--- src/verilog/param_handshake_params.svh ---
`ifndef PARAM_HANDSHAKE_PARAMS_SVH
`define PARAM_HANDSHAKE_PARAMS_SVH
// Word layout
`define CMD_BIT_POS 31
`define INVALID_BIT_POS 31
`define PARAM_BIT_POS 30
`define PNUM_LSB 25
`define PNUM_MSB 28
`define DATA_MSB 24
// Parameter numbers
`define PNUM_NONE 4'h0
`define PNUM_RESOLUTION 4'h1
`define PNUM_DIODE_OFF 4'h2
`define PNUM_AUTO_OFF 4'h5
`define PNUM_EXT_INPUT 4'hc
// Malfunction codes
`define FAULT_NONE 4'h0
`define FAULT_BAD_PARAM 4'h1
// Value limits and defaults
`define RES_MAX 25'h0000005
`define RES_DEFAULT 3'h1
`define AUTO_OFF_MAX 25'h0000001
`define EXT_IN_MAX 25'h0000003
`define EXT_IN_DIODE_OFF 2'h2
// Processing latency of one parameter, in cycles
`define PROC_CYCLES 4'h4
`endif

--- src/verilog/param_handshake_pkg.sv ---
package param_handshake_pkg;
  typedef struct packed {
    logic enable_op;
    logic [1:0] spare;
    logic [3:0] pnum;
    logic [24:0] value;
  } cmd_word_type;

  typedef struct packed {
    logic invalid;
    logic param_mode;
    logic spare;
    logic [3:0] pnum;
    logic [24:0] value;
  } stat_word_type;

  typedef enum logic [1:0] {ST_OPERATE, ST_BUSY, ST_ECHO, ST_FAULT} hs_state_type;
endpackage

--- src/verilog/parameter_handshake_engine.sv ---
`include "param_handshake_params.svh"

// Summary of operation
// - Operation state: state bits zero, number zero, actual position in data.
// - On accepting a parameter, both state bits set, content undefined.
// - After processing, echo number and value, stay in parameterization.
// - Valid parameters at enable: apply, clear state bits, output actual value.
// - Values are echoed unchecked; checked only at enable operation.
// - Invalid parameter at enable: malfunction, bit 31 set, code 1.
// - On range error no pending parameter is programmed.
// - Malfunction still outputs position value in data bits.
// - Parameter values are 25-bit two's complement.
// - Number 1 selects resolution, range 0 to 5, default 1.
// - Number 2 switches the emitter diode off.
// - Diode off ignored if external input is 2 or auto-off enabled.
// - Bit 31 invalid value, bit 30 parameterization state encoding.
// - Nonzero parameter number enters parameterization.
// - Malfunction code 1 means invalid parameters, 0 none.
module parameter_handshake_engine
  import param_handshake_pkg::*;
#(
  parameter int PROC_LEN = `PROC_CYCLES
) (
  input wire logic sys_clk_i,
  input wire logic rstn_i,
  input wire cmd_word_type host_command_word_i,
  input wire logic [24:0] position_i,
  output stat_word_type device_state_word_o,
  output logic [2:0] resolution_o,
  output logic diode_off_o
);

  hs_state_type state_reg;
  logic [3:0] cnt_reg;
  logic [3:0] last_pnum_reg;
  logic [24:0] last_value_reg;
  // Pending (unapplied) parameter set
  logic res_pend_reg, off_pend_reg, auto_pend_reg, ext_pend_reg;
  logic [24:0] res_val_reg, auto_val_reg, ext_val_reg;
  logic pend_bad_reg;
  // Applied configuration
  logic auto_off_reg;
  logic [1:0] ext_in_reg;
  logic range_err;
  logic diode_blocked;
  logic enable_seen_reg;

  // two's complement, sign bit set is out of range
  function automatic logic out_of_range(input logic [24:0] v, input logic [24:0] mx);
    out_of_range = v[24] || (v > mx);
  endfunction

  always_comb begin
    range_err = pend_bad_reg;
    if (res_pend_reg && out_of_range(res_val_reg, `RES_MAX)) range_err = 1'b1;
    if (auto_pend_reg && out_of_range(auto_val_reg, `AUTO_OFF_MAX)) range_err = 1'b1;
    if (ext_pend_reg && out_of_range(ext_val_reg, `EXT_IN_MAX)) range_err = 1'b1;
  end

  // switch-off blocking, from applied configuration or any pending auto-off/external input value that blocks
  always_comb begin
    diode_blocked = auto_off_reg || (ext_in_reg == `EXT_IN_DIODE_OFF);
    if (auto_pend_reg && auto_val_reg[0]) diode_blocked = 1'b1;
    if (ext_pend_reg && ext_val_reg[1:0] == `EXT_IN_DIODE_OFF) diode_blocked = 1'b1;
  end

  // Handshake state machine
  always_ff @(posedge sys_clk_i or negedge rstn_i) begin
    if (!rstn_i) begin
      state_reg <= ST_OPERATE;
      cnt_reg <= 4'h0;
      last_pnum_reg <= 4'h0;
      last_value_reg <= 25'h0;
    end else begin
      case (state_reg)
        ST_OPERATE, ST_FAULT: begin
          if (!host_command_word_i.enable_op && host_command_word_i.pnum != `PNUM_NONE) begin
            state_reg <= ST_BUSY;
            cnt_reg <= 4'h0;
            last_pnum_reg <= host_command_word_i.pnum;
            last_value_reg <= host_command_word_i.value;
          end else if (state_reg == ST_FAULT && host_command_word_i.enable_op &&
                       !enable_seen_reg && !range_err) begin
            state_reg <= ST_OPERATE;
          end
        end
        ST_BUSY: begin
          cnt_reg <= cnt_reg + 4'h1;
          if (cnt_reg == 4'(PROC_LEN - 1)) begin
            state_reg <= ST_ECHO;
          end
        end
        ST_ECHO: begin
          if (host_command_word_i.enable_op) begin
            state_reg <= range_err ? ST_FAULT : ST_OPERATE;
          end else if (host_command_word_i.pnum != `PNUM_NONE &&
                       host_command_word_i.pnum != last_pnum_reg) begin
            state_reg <= ST_BUSY;
            cnt_reg <= 4'h0;
            last_pnum_reg <= host_command_word_i.pnum;
            last_value_reg <= host_command_word_i.value;
          end
        end
        default: state_reg <= ST_OPERATE;
      endcase
    end
  end

  // Enable level at the last edge; the held enable that caused a fault must not clear it
  always_ff @(posedge sys_clk_i or negedge rstn_i) begin
    if (!rstn_i) begin
      enable_seen_reg <= 1'b0;
    end else begin
      enable_seen_reg <= host_command_word_i.enable_op;
    end
  end

  logic accept_now, enable_now;
  assign accept_now = (state_reg == ST_BUSY) && (cnt_reg == 4'(PROC_LEN - 1));
  assign enable_now = (state_reg == ST_ECHO) && host_command_word_i.enable_op;

  // Pending parameter collection and apply
  always_ff @(posedge sys_clk_i or negedge rstn_i) begin
    if (!rstn_i) begin
      res_pend_reg <= 1'b0;
      off_pend_reg <= 1'b0;
      auto_pend_reg <= 1'b0;
      ext_pend_reg <= 1'b0;
      pend_bad_reg <= 1'b0;
      res_val_reg <= 25'h0;
      auto_val_reg <= 25'h0;
      ext_val_reg <= 25'h0;
      resolution_o <= `RES_DEFAULT;
      auto_off_reg <= 1'b0;
      ext_in_reg <= 2'h0;
      diode_off_o <= 1'b0;
    end else if (accept_now) begin
      case (last_pnum_reg)
        `PNUM_RESOLUTION: begin
          res_pend_reg <= 1'b1;
          res_val_reg <= last_value_reg;
        end
        `PNUM_DIODE_OFF: off_pend_reg <= 1'b1;
        `PNUM_AUTO_OFF: begin
          auto_pend_reg <= 1'b1;
          auto_val_reg <= last_value_reg;
        end
        `PNUM_EXT_INPUT: begin
          ext_pend_reg <= 1'b1;
          ext_val_reg <= last_value_reg;
        end
        default: pend_bad_reg <= pend_bad_reg;
      endcase
    end else if (enable_now) begin
      if (!range_err) begin
        if (res_pend_reg) resolution_o <= res_val_reg[2:0];
        if (auto_pend_reg) auto_off_reg <= auto_val_reg[0];
        if (ext_pend_reg) ext_in_reg <= ext_val_reg[1:0];
        if (off_pend_reg && !diode_blocked) diode_off_o <= 1'b1;
      end
      res_pend_reg <= 1'b0;
      off_pend_reg <= 1'b0;
      auto_pend_reg <= 1'b0;
      ext_pend_reg <= 1'b0;
      pend_bad_reg <= 1'b0;
    end
  end

  // Status word
  always_ff @(posedge sys_clk_i or negedge rstn_i) begin
    if (!rstn_i) begin
      device_state_word_o <= '0;
    end else begin
      device_state_word_o.spare <= 1'b0;
      case (state_reg)
        ST_BUSY: begin
          device_state_word_o.invalid <= 1'b1;
          device_state_word_o.param_mode <= 1'b1;
          device_state_word_o.pnum <= 4'h0;
          device_state_word_o.value <= 25'h0;
        end
        ST_ECHO: begin
          device_state_word_o.invalid <= 1'b1;
          device_state_word_o.param_mode <= 1'b1;
          device_state_word_o.pnum <= last_pnum_reg;
          device_state_word_o.value <= last_value_reg;
        end
        ST_FAULT: begin
          device_state_word_o.invalid <= 1'b1;
          device_state_word_o.param_mode <= 1'b0;
          device_state_word_o.pnum <= `FAULT_BAD_PARAM;
          device_state_word_o.value <= position_i;
        end
        default: begin
          device_state_word_o.invalid <= 1'b0;
          device_state_word_o.param_mode <= 1'b0;
          device_state_word_o.pnum <= `FAULT_NONE;
          device_state_word_o.value <= position_i;
        end
      endcase
    end
  end

  a_echo_after_busy: assert property (@(posedge sys_clk_i) disable iff (!rstn_i)
    accept_now |=> ##1 (device_state_word_o.pnum == $past(last_pnum_reg, 2)))
    else $error("echo number mismatch");
  a_fault_code_out: assert property (@(posedge sys_clk_i) disable iff (!rstn_i)
    (enable_now && range_err) |=> ##1 (device_state_word_o.invalid && !device_state_word_o.param_mode
      && device_state_word_o.pnum == `FAULT_BAD_PARAM))
    else $error("malfunction not reported");
  a_no_apply_err: assert property (@(posedge sys_clk_i) disable iff (!rstn_i)
    (enable_now && range_err) |=> $stable(resolution_o))
    else $error("parameter applied despite error");
  a_operate_word: assert property (@(posedge sys_clk_i) disable iff (!rstn_i)
    (state_reg == ST_OPERATE) ##1 (state_reg == ST_OPERATE) |->
      (!device_state_word_o.invalid && device_state_word_o.pnum == 4'h0))
    else $error("operation word wrong");
  a_busy_state_word: assert property (@(posedge sys_clk_i) disable iff (!rstn_i)
    (state_reg == ST_BUSY) |=> (device_state_word_o.invalid && device_state_word_o.param_mode))
    else $error("busy state bits wrong");
  a_enable_clears_state: assert property (@(posedge sys_clk_i) disable iff (!rstn_i)
    (enable_now && !range_err) |=> ##1 (!device_state_word_o.invalid && !device_state_word_o.param_mode
      && device_state_word_o.pnum == `FAULT_NONE))
    else $error("operation not resumed");

endmodule

--- config.mk ---
export PLATFORM = sky130hd
export DESIGN_NAME = parameter_handshake_engine
export DESIGN_NICKNAME = d
export VERILOG_FILES = /design/src/verilog/param_handshake_pkg.sv /design/src/verilog/parameter_handshake_engine.sv
export VERILOG_INCLUDE_DIRS = /design/src /design/src/verilog
export SDC_FILE = /design/constraint.sdc
export NUM_CORES = 1
export LEC_CHECK = 0
export BUFFER_PORTS_ARGS = -buffer_cell sky130_fd_sc_hd__buf_2
export CAP_MARGIN = 10
export CORE_MARGIN = 4
export CORE_UTILIZATION = 40
export CTS_CLUSTER_SIZE = 14
export DETAILED_ROUTE_END_ITERATION = 6
export GPL_ROUTABILITY_DRIVEN = 0
export GPL_TIMING_DRIVEN = 0
export REMOVE_ABC_BUFFERS = 1
export SYNTH_ARGS = -nofsm -noshare
export SYNTH_HDL_FRONTEND = slang
export SYNTH_SLANG_ARGS = --single-unit
--- constraint.sdc ---
create_clock -name sys_clk_i -period 4.1 [get_ports sys_clk_i]
set_input_delay 0.41 -clock sys_clk_i [delete_from_list [all_inputs] [get_ports sys_clk_i]]
set_output_delay 0.41 -clock sys_clk_i [all_outputs]
set_load 0.01 [all_outputs]
## Word-level counts from Yosys, hierarchy flattened

Cells that the tools add are included.
Widths: inputs -> output; s select.

| cells by class | value |
|---|---|
| $add $sub $neg | 1 |
| magnitude comparators | 3 |
| eq/ne operators | 21 |
| muxes and demuxes | 35 |
| bitwise logic cells | 2 |
| reduce and logical (&&, ||, !) cells | 41 |

Operator list:

| cell | count |
|---|---|
| $pmux 29 s3 | 1 |
| $mux 25 | 3 |
| $pmux 25 s2 | 1 |
| $gt 25x1->1 const B | 1 |
| $gt 25x2->1 const B | 1 |
| $gt 25x3->1 const B | 1 |
| $mux 4 | 6 |
| $reduce_and 4->1 | 5 |
| $mux 1 | 14 |
| $reduce_and 2->1 | 7 |
| $logic_and 1x1->1 | 13 |
| $mux 2 | 6 |
| $pmux 4 s3 | 1 |
| $eq 2x2->1 const B | 4 |
| $eq 4x2->1 const B | 2 |
| $ne 2x1->1 const B | 4 |
| $ne 2x2->1 const B | 4 |
| $pmux 4 s2 | 1 |
| $ne 3x3->1 const B | 2 |
| $pmux 2 s3 | 1 |
| $reduce_and 3->1 | 2 |
| $add 4x1->4 const B | 1 |
| $eq 4x1->1 const B | 1 |
| $eq 4x3->1 const B | 1 |
| 11 further kinds | 20 |

| word-level totals | value |
|---|---|
| flip-flop bits (word level) | 153 |
| input port bits | 59 |
| output and inout bits | 36 |
| word-level logic and storage cells | 123 |

## Depth between registers and ports, before layout

Gate-level depths: netlist of the first run.

| logic depth | value |
|---|---|
| word-level depth | 11 |
| gate-level depth with buffers | 9 |
| gate-level depth less buffers | 8 |

## Worst setup path after synthesis of the first run

OpenSTA, ideal clock, no wires.

| timing | value |
|---|---|
| kind | reg-to-reg |
| from | reg state_reg[1] |
| to | reg ext_val_reg[10] |
| setup time | 125 ps |
| data arrival time | 1,931 ps |
| required time | 3,975 ps |
| path slack | 2,044 ps |
| stages on the path, launching flop included | 9 |
| buffers on the path | 3 |
| clock period less this slack | 2,056 ps |
| path through | dfrtp_1 -> inv_1 -> ha_1 -> buf_2 -> nand4_1 -> or4b_1 -> buf_6 -> buf_6 -> mux2_4 |

| on the way | value |
|---|---|
| longest elaborated chain between the ends | 3 |

Ends and longest elaborated chain:

| item | RTL line | RTL |
|---|---|---|
| start: declaration | parameter_handshake_engine.sv:33 | `hs_state_type state_reg;` |
| start signal: assignment | parameter_handshake_engine.sv:95 | `state_reg <= range_err ? ST_FAULT : ST_OPERATE;` |
| $eq 2x1->1 | parameter_handshake_engine.sv:119 | `assign accept_now = (state_reg == ST_BUSY) && (cnt_reg == 4'(PROC_LEN - 1));` |
| $logic_and 1x1->1 | parameter_handshake_engine.sv:119 |  |
| $reduce_and 2->1 (no source line) | -- |  |
| end signal: assignment | parameter_handshake_engine.sv:150 | `ext_val_reg <= last_value_reg;` |
| end: declaration | parameter_handshake_engine.sv:39 | `logic [24:0] res_val_reg, auto_val_reg, ext_val_reg;` |

No other way between the ends.
A chain may end at the register's enable or synchronous reset.

## Worst setup path in the final report of the first run

| timing | value |
|---|---|
| from | reg state_reg[1] |
| to | reg res_val_reg[19] |

| on the way | value |
|---|---|
| longest elaborated chain between the ends | 3 |

Ends and longest elaborated chain:

| item | RTL line | RTL |
|---|---|---|
| $eq 2x1->1 | parameter_handshake_engine.sv:119 |  |
| $logic_and 1x1->1 | parameter_handshake_engine.sv:119 |  |
| $reduce_and 2->1 (no source line) | -- |  |
| end signal: assignment | parameter_handshake_engine.sv:141 | `res_val_reg <= last_value_reg;` |
| end: declaration | parameter_handshake_engine.sv:39 |  |

No other way between the ends.

==> results.py, run 1 <==
metrics = {
    "cts": {
        "clkSlewWorstSetupHoldPaths_ps": 60,
        "numCtsBuffers": 17,
        "cts_sinks": 153,
        "htreeDepth": 4,
        "post_cts.repair.setup_buffers": 0,
        "cts.path.max_buffers": 2,
        "cts_root_buf": "clkbuf_16",
        "clk_latency_ps": 420,
        "cts_tree": "yes",
    },
    "timing": {
        "drv_slew": 0,
        "finalSetupViolCount": 0,
        "fin_ws_ps": 1450,
        "fin_crit_sh_pct": 64.7,
        "skew_ps": 7.91,
        "tightest_slew_ps": 783,
        "hold_viol_final": 0,
        "layout_min_cycle_time_ps": 2650,
        "tns_ps": 0,
        "fmaxAchievable_mhz": 377,
        "rsz0062_at_grt": "no",
        "maxSlewHeadroom_pct": 47.8,
    },
    "layout": {
        "synthToLayoutAreaGrowth_pct": 21.0,
        "antennaDiodeCount": 0,
        "final_common_cell": "dfrtp_1",
        "largest_reg_flops": 31,
        "final_cell_mix": "dfrtp_1, buf_2, mux2_4",
        "max_flop_register": "device_state_word_o",
        "drive_gt1_share_pct": 42.1,
        "final_nets": 587,
    },
    "global_route": {
        "grt_max_degree": 100,
        "grt_pass1_wl_um": 21300,
        "track_usage_pct": 15.3,
        "antenna_found_initial": 0,
        "grt_pass1_vias": 3963,
        "gr-total-overflow": 0,
    },
    "drt": {
        "ant_nets": 0,
        "drt_wl_total_um": 12900,
        "wl_met1_um": 6130,
        "top_layer": "met4",
        "drc_errors": 0,
        "wl_met2_um": 6180,
        "drt_iter0_markers": 214,
        "post_drt_via_cell_ratio": 5.14,
        "routedWlPerCell_um": 17.4,
        "drtPass1Iterations": 5,
        "wl_met3_um": 459,
        "vias": 3836,
    },
    "yosys": {
        "synth_top_family_by_area": "multiplexers",
        "synth_edf_count": 0,
        "synth.area.top_cells": "dfrtp_1, mux2_4, mux2_2, mux2_1, a22o_1",
        "netlist_area_um2": 6370,
        "synth_top_flop_cell": "dfrtp_1",
        "ys_seq_elements": 153,
        "synth_top_cell_by_area": "dfrtp_1",
        "ys_warn_count": 0,
        "synth-xor-area-share_pct": 0.550,
        "yosys.area_share.simple_pct": 6.91,
        "synth_compound_area_share_pct": 6.22,
        "yosys.area_share.adder_pct": 1.18,
        "muxShareOfSynthArea_pct": 22.2,
        "syn_avg_cell_area_um2": 15.0,
        "synthCells": 425,
        "netlist-cell-type-count": 47,
        "ys_seq_area_share_pct": 60.1,
        "async_flop_share_pct": 100,
        "synth_top_area_share_pct": 59.7,
    },
    "power": {
        "p_switching_mw": 1.62,
        "power_mw": 5.30,
        "leakage_nw": 3.94,
        "combPwrFrac_pct": 27.5,
        "p_sw_share_pct": 30.6,
        "powerDensity_nw_per_um2": 688,
        "seqPwrFrac_pct": 42.1,
        "power_frac_clock_pct": 30.4,
        "ir_worst_vdd_v": 0.000358,
        "internal_power_mw": 3.68,
    },
    "floorplanning": {
        "die_w_um": 134,
        "fp-row-count": 45,
        "die_area_um2": 18000,
        "coreArea_um2": 15400,
        "start_util_pct": 41.3,
        "die_h_um": 134,
        "io-pin-count": 95,
    },
    "place": {
        "dp_hpwl_um": 8950,
        "portBuffers": 91,
        "place_ws_ps": 1350,
    },
    "flow_run": {
        "cap_violations": 0,
    },
    "run_status": {
        "outcome": "completed",
    },
    "critical_path": {
        "worst_setup_path_start_kind": "flop",
        "arrival_ps": 2950,
        "cp_max_fo": 26,
        "worstSetupEndpointType": "flop",
        "critPathRequiredTime_ps": 4400,
        "r2r_cells": 6,
        "criticalPathCategory": "reg2reg",
    },
    "worst_hold_path": {
        "holdPathStages": 1,
        "hold_class": "in2reg",
    },
}
-- logic make-up after synthesis --
family / count (synthesis)
adders and majority gates: 6
other: 1
DFF: 153
xor gates and xnor gates: 4
muxes: 110
and+or+nand+nor: 73
AOI/OAI and AO/OA: 49
buffers and inverters: 29
-- cell type report --
type                    instances  area, um^2
flip-flops and latches        153        3830
multi-input cells             243        2370
inverters                      10        37.5
repair buffers                 97         594
well taps                     211         264
clock inverters                 6         113
clock buffers                  26         499
fillers                      1374        7720
-- layer usage --
metal  vias to the layer above  track usage [%]
met5                         -                0
met4                         0             5.09
met3                        16             4.20
met2                        81             23.5
met1                      1997             21.0
li1                       1742                -
-- worst paths after layout --
check,endpoint,from,slack [ps]
worst max-delay path,res_val_reg[19],state_reg[1],1450
worst min-delay path,enable_seen_reg,host_command_word_i[31],190
worst max register to register,res_val_reg[19],state_reg[1],1450
worst min register to register,diode_off_o,diode_off_o,470
max in group asynchronous,device_state_word_o[25],rstn_i,2750
min in group asynchronous,device_state_word_o[22],rstn_i,510
-- synthesized netlist by cell type (5+ instances only) --
master	instances
mux2_2	37
ha_1	6
mux2_4	47
a21oi_1	6
nor2_1	7
a22o_1	25
nand3_1	8
nand4_1	5
inv_1	10
o21ai_0	6
nor4_1	13
buf_6	8
mux2_1	25
nand2_1	14
buf_2	5
clkbuf_1	5
dfrtp_1	152
-- per-stage QoR --
stage | instance area (um^2) | instances | hold WS (ps) | utilization [%]
floorplan | 6230 | 406 | 114 | -
global placement | 6950 | 708 | 459 | 45.1
detailed placement | 7060 | 712 | 405 | 45.8
CTS | 7680 | 745 | 171 | 49.8
global route | 7710 | 746 | 169 | 50.0
finish | 7710 | 746 | 191 | 50.0
-- worst max-delay path, cell delays in order, from the launching register on --
cell and delay, ps:
dfrtp_1 400, inv_1 130, ha_1 380, nand3_1 190, nor3_1 310, nand3b_2 620, mux2_2 500
-- power groups by stage --
stage               Combinational (mW)  Clock, mW  Sequential, mW
floorplan                        0.964          0            2.20
global placement                  1.42          0            2.25
detailed placement                1.48          0            2.26
CTS                               1.48       1.64            2.24
global route                      1.58       1.72            2.31
finish                            1.46       1.61            2.23
-- what timing repair did --
action,4_1_cts,5_1_grt
hold buffers,1,0
endpoints found under the setup margin,0,0
hold endpoints to repair,53,0
resized for setup,0,0
Power figures use the tool's default switching activity.
==> inputs of run 2 (changes only) <==
==> constraint.sdc (replaced) <==
create_clock -name sys_clk_i -period 2.8 [get_ports sys_clk_i]
set_input_delay 0.28 -clock sys_clk_i [delete_from_list [all_inputs] [get_ports sys_clk_i]]
set_output_delay 0.28 -clock sys_clk_i [all_outputs]
set_load 0.01 [all_outputs]
==> run 2 against run 1 <==
  * Clock power grew 47%
  * Die area is the same
  * Utilization grew 0.057 points
  * Clock skew shrank 0.67 ps
  * Worst setup slack lost 1200 ps
  * Routed wire length grew 0.24%
  * Total power grew 47%
  * Highest routed layer unchanged
==> results.py, run 2 (synthesized netlist as in run 1, its figures left out) <==
metrics = {
    "run_status": {
        "outcome": "completed",
    },
    "timing": {
        "hold_viol_final": 0,
        "fmaxAchievable_mhz": 388,
        "drv_slew": 0,
        "maxSlewHeadroom_pct": 47.8,
        "tns_ps": 0,
        "layout_min_cycle_time_ps": 2580,
        "fin_crit_sh_pct": 92.0,
        "finalSetupViolCount": 0,
        "skew_ps": 7.24,
        "tightest_slew_ps": 782,
        "rsz0062_at_grt": "no",
    },
    "layout": {
        "drive_gt1_share_pct": 42.1,
        "final_common_cell": "dfrtp_1",
        "max_flop_register": "device_state_word_o",
        "final_core_util_pct": 50.0,
        "largest_reg_flops": 31,
        "synthToLayoutAreaGrowth_pct": 21.1,
        "final_nets": 587,
        "final_cell_mix": "dfrtp_1, buf_2, mux2_4",
        "antennaDiodeCount": 0,
    },
    "cts": {
        "htreeDepth": 4,
        "cts.path.max_buffers": 2,
        "cts_sinks": 153,
        "cts_root_buf": "clkbuf_16",
        "cts_tree": "yes",
        "clk_latency_ps": 420,
        "numCtsBuffers": 17,
        "clkSlewWorstSetupHoldPaths_ps": 60,
    },
    "worst_hold_path": {
        "hp-start": "host_command_word_i[31]",
        "hold_end": "enable_seen_reg",
        "holdPathStages": 1,
        "hold_class": "in2reg",
    },
    "power": {
        "leakage_nw": 3.96,
        "powerDensity_nw_per_um2": 1010,
        "ir_worst_vdd_v": 0.000524,
    },
    "critical_path": {
        "worstSetupEndpointType": "flop",
        "rr_startpoint": "state_reg[1]",
        "r2r_end": "auto_val_reg[22]",
        "arrival_ps": 2870,
        "timing.critical_path.cells": "inv_1 > ha_1 > nand4_1 > or4_1 > buf_16 > mux2_1",
        "worst_setup_path_start_kind": "flop",
        "max_stage_delay_ps": 750,
        "cp_max_fo": 16,
        "cp_slowest_cell": "or4_1",
        "critPathRequiredTime_ps": 3100,
        "r2r_slack_ps": 220,
        "criticalPathCategory": "reg2reg",
        "r2r_cells": 6,
    },
    "drt": {
        "ant_nets": 0,
        "drt_wl_total_um": 13000,
        "post_drt_via_cell_ratio": 5.14,
        "routedWlPerCell_um": 17.4,
        "drtPass1Iterations": 4,
        "vias": 3831,
        "drc_errors": 0,
        "drt_iter0_markers": 235,
    },
    "floorplanning": {
        "coreArea_um2": 15400,
        "die_w_um": 134,
        "fp-row-count": 45,
        "die_h_um": 134,
        "io-pin-count": 95,
        "die_area_um2": 18000,
        "start_util_pct": 41.3,
    },
    "global_route": {
        "antenna_found_initial": 0,
        "met2_usage_pct": 23.5,
        "track_usage_pct": 15.3,
        "gr-total-overflow": 0,
        "grt_pass1_vias": 3963,
        "busiest_layer": "met2",
        "grt_max_degree": 100,
        "use_met3_pct": 4.20,
        "grt_pass1_wl_um": 21300,
        "met1_usage_pct": 21.0,
    },
    "place": {
        "portBuffers": 91,
        "dp_hpwl_um": 8950,
    },
    "flow_run": {
        "cap_violations": 0,
    },
}
==> run 2: power by group <==
part | internal (mW) | switching (mW)
combinational | 1.12 | 1.01
clock | 1.50 | 0.863
sequential | 2.77 | 0.506
==> run 2: final cells by class <==
cell class / count / area (um^2)
clock buffers: 26 / 499
inverters: 10 / 37.5
well taps: 211 / 264
clock inverters: 6 / 113
flip-flops and latches: 153 / 3830
fillers: 1374 / 7710
repair buffers: 97 / 594
multi-input cells: 243 / 2380
==> run 2: repair_timing <==
action,in CTS,in global routing
resized for setup,0,1
buffers inserted,0,0
endpoints found under the setup margin,0,25
hold buffers,1,0
endpoints found under the hold margin,53,0
==> run 2: per-layer routing <==
layer | vias to the layer above | share of wire, %
met5 | - | 0
met3 | 16 | 3.7
met4 | 0 | 1.4
li1 | 1742 | -
met2 | 82 | 48
met1 | 1991 | 47
==> run 2: worst max-delay path by stage <==
| stage | start | to | slack [ps] | depth (start not counted) |
|---|---|---|---|---|
| floorplan | state_reg[0] | last_pnum_reg[1] | -100 | 7 |
| global placement | rstn_i | cnt_reg[1] | -750 | 1 |
| detailed placement | state_reg[1] | auto_val_reg[19] | 50 | 5 |
| CTS | state_reg[1] | auto_val_reg[19] | 30 | 5 |
| global route | state_reg[0] | last_value_reg[24] | 110 | 8 |
| finish | state_reg[1] | auto_val_reg[22] | 220 | 6 |
==> run 2: worst max-delay path, delay by kind of cell, from the launching register on <==
kind,cells,cell delay [ps]
simple gates,2,940
flops,1,400
mux,1,310
fa+ha+maj,1,380
buf+inv,2,410
==> run 2: stage by stage <==
| step | hold WS [ps] | std cells | worst slack, ps | power, mW | instance area, um^2 |
|---|---|---|---|---|---|
| floorplan | -15.6 | 406 | -99.1 | 4.64 | 6230 |
| global placement | 459 | 708 | -755 | 5.37 | 6950 |
| detailed placement | 275 | 712 | 50.5 | 5.48 | 7060 |
| CTS | 40.7 | 745 | 33.5 | 7.86 | 7680 |
| global route | 39.0 | 746 | 111 | 8.22 | 7720 |
| finish | 59.8 | 746 | 224 | 7.77 | 7720 |
